<file path="config.mk">
export PLATFORM = sky130hd
export DESIGN_NAME = dlg_gpio
export DESIGN_NICKNAME = d
export VERILOG_FILES = /design/src/rtl/dlg_pkg.sv /design/src/rtl/dlg_gpio.sv
export VERILOG_INCLUDE_DIRS = /design/src /design/src/rtl
export SDC_FILE = /design/constraint.sdc
export NUM_CORES = 1
export LEC_CHECK = 0
export BUFFER_PORTS_ARGS = -buffer_cell sky130_fd_sc_hd__buf_2
export CORE_AREA = 5 5 95 97
export CTS_BUF_LIST = sky130_fd_sc_hd__clkbuf_8
export CTS_CLUSTER_DIAMETER = 50
export DETAILED_ROUTE_END_ITERATION = 12
export DIE_AREA = 0 0 100 102
export GPL_TIMING_DRIVEN = 0
export MAX_ROUTING_LAYER = met4
export PLACE_DENSITY_LB_ADDON = 0.15
export SYNTH_ARGS = -nofsm -noshare
export SYNTH_HDL_FRONTEND = slang
export SYNTH_SLANG_ARGS = --single-unit
</file>
<file path="constraint.sdc">
create_clock -name clk_i -period 2.4 [get_ports clk_i]
set_input_delay 0.48 -clock clk_i [delete_from_list [all_inputs] [get_ports clk_i]]
set_output_delay 0.48 -clock clk_i [all_outputs]
set_load 0.05 [all_outputs]
</file>
<file path="src/rtl/dlg_regs.svh">
`ifndef DLG_REGS_SVH
`define DLG_REGS_SVH

// Register byte addresses; the block decodes the full 32-bit address
`define DLG_DIR_BANK2_ADDR    32'h40e00014
`define DLG_SET_BANK2_ADDR    32'h40e00020
`define DLG_CLR_BANK2_ADDR    32'h40e0002c
`define DLG_PAD_CTRL_ADDR     32'h40e104d0

// Field positions
`define DLG_LED_BIT           15
`define DLG_FSEL_LSB          0
`define DLG_FSEL_MSB          2

// Reset values
`define DLG_DIR_RST           32'h00000000
`define DLG_LVL_RST           32'hffffffff
`define DLG_PAD_RST           32'h00000000
`define DLG_FSEL_GPIO         3'h0

`endif

</file>
<file path="src/rtl/dlg_pkg.sv">
package dlg_pkg;
  typedef logic [31:0] dlg_word_t;
  typedef enum logic [2:0] {
    DLG_SEL_NONE = 3'h0,
    DLG_SEL_DIR  = 3'h1,
    DLG_SEL_SET  = 3'h3,
    DLG_SEL_CLR  = 3'h2,
    DLG_SEL_PAD  = 3'h6
  } dlg_sel_t;
endpackage

</file>
<file path="src/rtl/dlg_gpio.sv">
`timescale 1ns/1ps
`include "dlg_regs.svh"
// Notes on behaviour
// - The debug indicator lights only while the pin is an output driven low.
// - The pad control register holds a 3-bit function select in bits 2:0; zero selects GPIO.
// - Bit 15 of the bank-2 direction register set to one makes the LED pin an output.
// - Writing one to bit 15 of the bank-2 level-set register drives the pin high.
// - Writing one to bit 15 of the bank-2 level-clear register drives the pin low.
module dlg_gpio (
  input  wire logic        clk_i,
  input  wire logic        resetn_i,
  input  wire logic        ce_i,
  input  wire logic [31:0] addr_i,
  input  wire logic [31:0] wdata_i,
  input  wire logic        wr_i,
  input  wire logic        rd_i,
  output logic      [31:0] rdata_o,
  output logic             pin_o,
  output logic             pin_oe_o,
  output logic             led_on_o
);

  // ==========================================================
  // Address decode
  function automatic dlg_pkg::dlg_sel_t decode(input logic [31:0] a);
    case (a)
      `DLG_DIR_BANK2_ADDR: decode = dlg_pkg::DLG_SEL_DIR;
      `DLG_SET_BANK2_ADDR: decode = dlg_pkg::DLG_SEL_SET;
      `DLG_CLR_BANK2_ADDR: decode = dlg_pkg::DLG_SEL_CLR;
      `DLG_PAD_CTRL_ADDR:  decode = dlg_pkg::DLG_SEL_PAD;
      default:             decode = dlg_pkg::DLG_SEL_NONE;
    endcase
  endfunction

  dlg_pkg::dlg_sel_t sel;
  assign sel = decode(addr_i);

  // ==========================================================
  // Access strobes
  // Strobes carry no enable term; every register group applies ce_i itself,
  // so one low enable freezes all flip-flops, read data included.
  logic wr_dir;
  logic wr_set;
  logic wr_clr;
  logic wr_pad;
  logic rd_dir;
  logic rd_pad;

  assign wr_dir = wr_i && sel == dlg_pkg::DLG_SEL_DIR;
  assign wr_set = wr_i && sel == dlg_pkg::DLG_SEL_SET;
  assign wr_clr = wr_i && sel == dlg_pkg::DLG_SEL_CLR;
  assign wr_pad = wr_i && sel == dlg_pkg::DLG_SEL_PAD;
  assign rd_dir = rd_i && sel == dlg_pkg::DLG_SEL_DIR;
  assign rd_pad = rd_i && sel == dlg_pkg::DLG_SEL_PAD;

  // ==========================================================
  // Direction register
  dlg_pkg::dlg_word_t dir_r;
  dlg_pkg::dlg_word_t dir_nxt;

  always_comb begin
    dir_nxt = dir_r;
    if (wr_dir) begin
      dir_nxt = wdata_i;
    end
  end

  always_ff @(posedge clk_i) begin
    if (!resetn_i) begin
      dir_r <= `DLG_DIR_RST;
    end else if (ce_i) begin
      dir_r <= dir_nxt;
    end
  end

  // ==========================================================
  // Level register
  // Levels reset to all ones, so the active-low indicator stays dark
  // until software clears the LED bit.
  dlg_pkg::dlg_word_t lvl_r;
  dlg_pkg::dlg_word_t lvl_nxt;

  always_comb begin
    lvl_nxt = lvl_r;
    if (wr_set) begin
      lvl_nxt = lvl_r | wdata_i;
    end
    if (wr_clr) begin
      lvl_nxt = lvl_r & ~wdata_i;
    end
  end

  always_ff @(posedge clk_i) begin
    if (!resetn_i) begin
      lvl_r <= `DLG_LVL_RST;
    end else if (ce_i) begin
      lvl_r <= lvl_nxt;
    end
  end

  // ==========================================================
  // Pad control register
  dlg_pkg::dlg_word_t pad_r;
  dlg_pkg::dlg_word_t pad_nxt;

  always_comb begin
    pad_nxt = pad_r;
    if (wr_pad) begin
      pad_nxt = wdata_i;
    end
  end

  always_ff @(posedge clk_i) begin
    if (!resetn_i) begin
      pad_r <= `DLG_PAD_RST;
    end else if (ce_i) begin
      pad_r <= pad_nxt;
    end
  end

  // ==========================================================
  // Read data
  dlg_pkg::dlg_word_t rdata_r;
  dlg_pkg::dlg_word_t rdata_nxt;

  // Set, clear and unmapped addresses read as zero
  always_comb begin
    rdata_nxt = 32'h00000000;
    if (rd_dir) begin
      rdata_nxt = dir_r;
    end
    if (rd_pad) begin
      rdata_nxt = pad_r;
    end
  end

  always_ff @(posedge clk_i) begin
    if (!resetn_i) begin
      rdata_r <= 32'h00000000;
    end else if (ce_i) begin
      rdata_r <= rdata_nxt;
    end
  end

  // ==========================================================
  // Pin drive
  // Pin is only driven when the pad is in GPIO function, so another
  // function never fights the LED output.
  logic gpio_fn;
  assign gpio_fn  = pad_r[`DLG_FSEL_MSB:`DLG_FSEL_LSB] == `DLG_FSEL_GPIO;
  assign rdata_o  = rdata_r;
  assign pin_o    = lvl_r[`DLG_LED_BIT];
  assign pin_oe_o = gpio_fn & dir_r[`DLG_LED_BIT];
  assign led_on_o = pin_oe_o & ~pin_o;
endmodule

</file>
== After elaboration in Yosys (flattened, before gate mapping) ==
Cells that the tools add are included.

* Bits in registers: 128
* Output and inout bits: 35
* Logic and storage cells: 34
* Input port bits: 69

* Muxes and demuxes: 5
* Bitwise logic cells: 6
* Reduce and logical (&&, ||, !) cells: 11
* Equal/unequal tests: 8

{| class="wikitable"
|+ Operators with widths
! operator !! count
|-
| $eq 32x31->1 const B || 4
|-
| $mux 32 || 4
|-
| $and 32x32->32 || 1
|-
| $not 32->32 || 1
|-
| $or 32x32->32 || 1
|-
| $pmux 3 s4 || 1
|-
| $eq 3x2->1 const B || 2
|-
| $logic_and 1x1->1 || 6
|-
| $reduce_and 2->1 || 3
|-
| $eq 3x1->1 const B || 1
|-
| $eq 3x3->1 const B || 1
|-
| $logic_not 3->1 || 1
|-
| $and 1x1->1 || 2
|-
| $reduce_bool 2->1 || 1
|-
| $not 1->1 || 1
|}

== Depth between registers and ports, before layout ==
* Depth after elaboration: 6
* Mapped depth: 7
* Gate-level depth less buffers: 5

== Least setup slack after synthesis ==
OpenSTA, ideal clock, no wires.

* Kind: register to output
* Start: register pad_r[0]
* End: output port led_on_o
* Required time: 1.920 ns
* Setup slack: -0.956 ns
* Path buffers: 0
* Cell stages (with the launch flop): 3
* Arrival: 2.876 ns
* Path through: dfxtp_1 -> nor4b_1 -> nor2b_1

* Longest elaborated chain between the ends: 3

{| class="wikitable"
|+ Ends and longest elaborated chain
! what !! line !! text
|-
| start, declared || dlg_gpio.sv:103 || <nowiki>dlg_pkg::dlg_word_t pad_r;</nowiki>
|-
| start signal, assigned || dlg_gpio.sv:115 || <nowiki>pad_r <= `DLG_PAD_RST;</nowiki>
|-
| start signal, assigned || dlg_gpio.sv:117 || <nowiki>pad_r <= pad_nxt;</nowiki>
|-
| $logic_not 3->1 (no source line) || - ||
|-
| $and 1x1->1 || dlg_gpio.sv:153 || <nowiki>assign pin_oe_o = gpio_fn & dir_r[`DLG_LED_BIT];</nowiki>
|-
| net pin_oe_o || dlg_gpio.sv:19 || <nowiki>output logic pin_oe_o,</nowiki>
|-
| $and 1x1->1 || dlg_gpio.sv:154 || <nowiki>assign led_on_o = pin_oe_o & ~pin_o;</nowiki>
|-
| end, declared || dlg_gpio.sv:20 || <nowiki>output logic led_on_o</nowiki>
|}

The timed path passes the listed nets, and every way through them passes these cells.

== Worst setup path in the final report ==
* Start: input port addr_i[7]
* End: register rdata_r[2] (netlist: rdata_o[2])

* Longest elaborated chain between the ends: 6
* Elaborated cells on any way between the ends: 11
* Those cells by class: 6 x eq/ne; 3 x mux; 2 x reduce/logical

{| class="wikitable"
|+ Ends and longest elaborated chain
! what !! line !! text
|-
| start, declared || dlg_gpio.sv:13 || <nowiki>input wire logic [31:0] addr_i,</nowiki>
|-
| $eq 32x31->1 || dlg_gpio.sv:26 || <nowiki>case (a)</nowiki>
|-
| $pmux 3 s4 (*) || dlg_gpio.sv:26 ||
|-
| $eq 3x1->1 || dlg_gpio.sv:53 || <nowiki>assign rd_dir = rd_i && sel == dlg_pkg::DLG_SEL_DIR;</nowiki>
|-
| $logic_and 1x1->1 || dlg_gpio.sv:53 ||
|-
| $mux 32 || dlg_gpio.sv:129 || <nowiki>if (rd_dir) begin</nowiki>
|-
| $mux 32 (*) || dlg_gpio.sv:132 || <nowiki>if (rd_pad) begin</nowiki>
|-
| end signal, assigned || dlg_gpio.sv:141 || <nowiki>rdata_r <= rdata_nxt;</nowiki>
|-
| end, declared || dlg_gpio.sv:123 || <nowiki>dlg_pkg::dlg_word_t rdata_r;</nowiki>
|}

Every way passes the cells marked *; elsewhere a longest branch is shown, timed or not.
A chain may end at the register's enable or synchronous reset.

==> out/results.ini <==
[critical_path]
r2r_slack_ps = 1570
cp_data_required_time_ps = 2680
start_kind = input port
cp-end-kind = flip-flop
r2r-start = pad_r[1]
crit_arrival_ps = 2530
path_class = input port to flip-flop
reg2reg_depth = 2
path_max_fanout = 10
crit_chain = buf_2 > nor4_1 > nand2_1 > nor3_2 > clkbuf_1 > a22oi_1 > o31ai_1
r2r_end = rdata_o[1]
max_stage_delay_ps = 500
slowest_stage = clkbuf_1

[worst_hold_path]
min_from = wdata_i[10]
hold_end = dir_r[10]
hp-class = input port to flip-flop
min_path_cells = 3

[detailed_routing]
firstDrtPassIters = 5
drt_wl_total_um = 11600
viasPerCell = 5.61
ant_nets = 0
wire_per_inst_um = 16.0
vias = 4062
drc = 0
drt_iter0_drc = 231

[clock_network]
clkTransAtPathRegs_ps = 100
cts_buffers = 9
cts_root_buf = clkbuf_8
clkSinkCount = 97
post-cts-setup-buffers = 0
cts-hold-fix-buffers = 0
cts_tree = built
insertion_delay_ps = 360
post_cts_resized = 0
cts_buffer_depth = 2
cts-htree-levels = 3

[layout]
antenna_cells = 0
stdcell_count = 724
drive_above_1_share_pct = 28.4
ff_latch_area_sq_mm = 0.00194
syn_to_final_growth_pct = 19.3
multi_input_area_sq_mm = 0.00207
fin_nets = 683
fillCellCount = 724

[floorplan]
io_pins = 104
rows = 33
die_h_um = 102
initial_core_util_pct = 52.9
fp.coreArea_sq_mm = 0.00805
die_area_sq_mm = 0.0102
die_x_um = 100

[sta]
clock-skew-final_ps = 17.5
worst_pin_slew_ps = 746
setup_viol = 0
fmax_ghz = 0.445
min_period_ps = 2250
relSlewSlack_pct = 49.9
hold_viol = 0
finalSetupTns_ps = 0
rsz0062_at_grt = no
whs_ps = 344
fin_crit_sh_pct = 93.6
final_max_slew_viol_count = 0

[yosys]
synthFlopType = dfxtp_1
synth_seq_area_share_pct = 45.6
yosys.area.top_type = dfxtp_1
synth-edff-count = 0
synth_top_area_share_pct = 45.6
syn_area_sq_mm = 0.00426
synth_common_cells = 103 x nand2_1, 97 x dfxtp_1, 63 x nand3_1, 36 x nor2_1
avgSynthCellArea_sq_um = 8.49
ys_warn_count = 0
syn_nets = 571
async_flop_share_pct = 0
yosys-top-cells-area = dfxtp_1 46%, nand2_1 9.1%, nand3_1 7.4%
netlist_instances = 502
yosysMostFrequentCell = nand2_1
synthDistinctLibCells = 35
synth-seq-cells = 97

[global_routing]
grt_pass1_vias = 3978
grt_overflow = 0
antenna_found_initial = 0
grt_pass1_wl_um = 19000
grt_max_degree = 17
grtUsageTotal_pct = 23.9

[outcome]
status = finished clean

[power]
ir_worst_vdd_mv = 0.333
powerDensity_mw_per_mm2 = 539
cellLeakagePower_nw = 1.91

[placement]
dp_hpwl_um = 8510
gp_congestion = 0.857
numPlacedInstances = 708
portBuffers = 101

[job]
maxCapViolCount = 0

-- metal layers --
| metal | GRT usage, % | up-vias | share of wire [%] |
|---|---|---|---|
| met5 | - | - | 0 |
| met4 | 6.42 | 0 | 1.2 |
| met3 | 4.30 | 14 | 7.2 |
| met2 | 36.8 | 166 | 46 |
| met1 | 32.7 | 1885 | 45 |
| li1 | - | 1997 | - |
-- layout by cell type, fill, tap and decap left out, drive strengths merged --
cell type	synthesis	routed
mux2i	1	1
nor3	2	2
a31oi	1	1
nor4b	2	2
nor2b	3	3
o31ai	32	32
buf	16	117
and2b	1	1
inv	1	3
nor2	36	36
nor4	7	7
and3b	1	1
a22oi	32	32
nand2	103	103
and2	1	1
clkbuf	28	37
dfxtp	97	97
xnor2	1	1
nand3	66	66
clkinvlp	0	2
clkinv	0	3
o21ai	64	64
and3	1	1
nand4	5	5
and4b	1	1
-- how the worst max path moves through the flow --
stage                         start     endpoint  slack (ps)  depth (start not counted)
after global placement    addr_i[7]   rdata_o[2]        -130                          7
after global routing      addr_i[7]  rdata_o[16]          20                          7
after CTS                 addr_i[7]   rdata_o[4]         190                          7
after detailed placement  addr_i[7]   rdata_o[6]        -190                          7
after floorplan            pad_r[0]     led_on_o         100                          2
final                     addr_i[7]   rdata_o[2]         150                          7
-- state kept, by name, summed over array words and instances, names as in the netlist, named ones only --
name,flops
pad_r,32
rdata_o,32
dir_r,32
-- metrics by stage --
stage | setup WS [ps] | utilization (%) | power (mW) | cell area, sq um
final | 154 | 63.1 | 2.74 | 5080
after CTS | 192 | 63.1 | 2.75 | 5080
after global routing | 18.7 | 63.1 | 2.84 | 5080
after floorplan | 103 | - | 1.73 | 4280
after global placement | -134 | 61.0 | 1.83 | 4910
after detailed placement | -192 | 61.0 | 1.83 | 4910
-- area by class of cell --
cell class / instances / area share (%)
clock inverters: 7 / 0.911
repair buffers: 101 / 9.94
multi-input cells: 360 / 40.7
flip-flops and latches: 97 / 38.2
clock buffers: 9 / 2.44
well taps: 105 / 2.58
plain buffers: 44 / 5.19
inverters: 1 / 0.0738
-- logic make-up after synthesis --
logic type	share of synthesized area [%]
compound gates	21.4
mux	0.235
simple gates	26.3
buf+inv	6.28
flops	45.6
xor+xnor	0.206
-- where the power goes --
| part | total (mW) | internal [mW] | leakage, nW | switching [mW] |
|---|---|---|---|---|
| logic | 0.186 | 0.0723 | 1.04 | 0.113 |
| clock network | 0.945 | 0.375 | 0.0868 | 0.570 |
| registers | 1.61 | 1.61 | 0.781 | 0.0000000000502 |
-- worst max-delay path, delay by kind of cell --
family                 cells  cell delay [ps]
buffers and inverters      2              610
and+or+nand+nor            3             1030
AOI/OAI and AO/OA          2              400
Note: power is estimated with default switching activity, not from simulation.
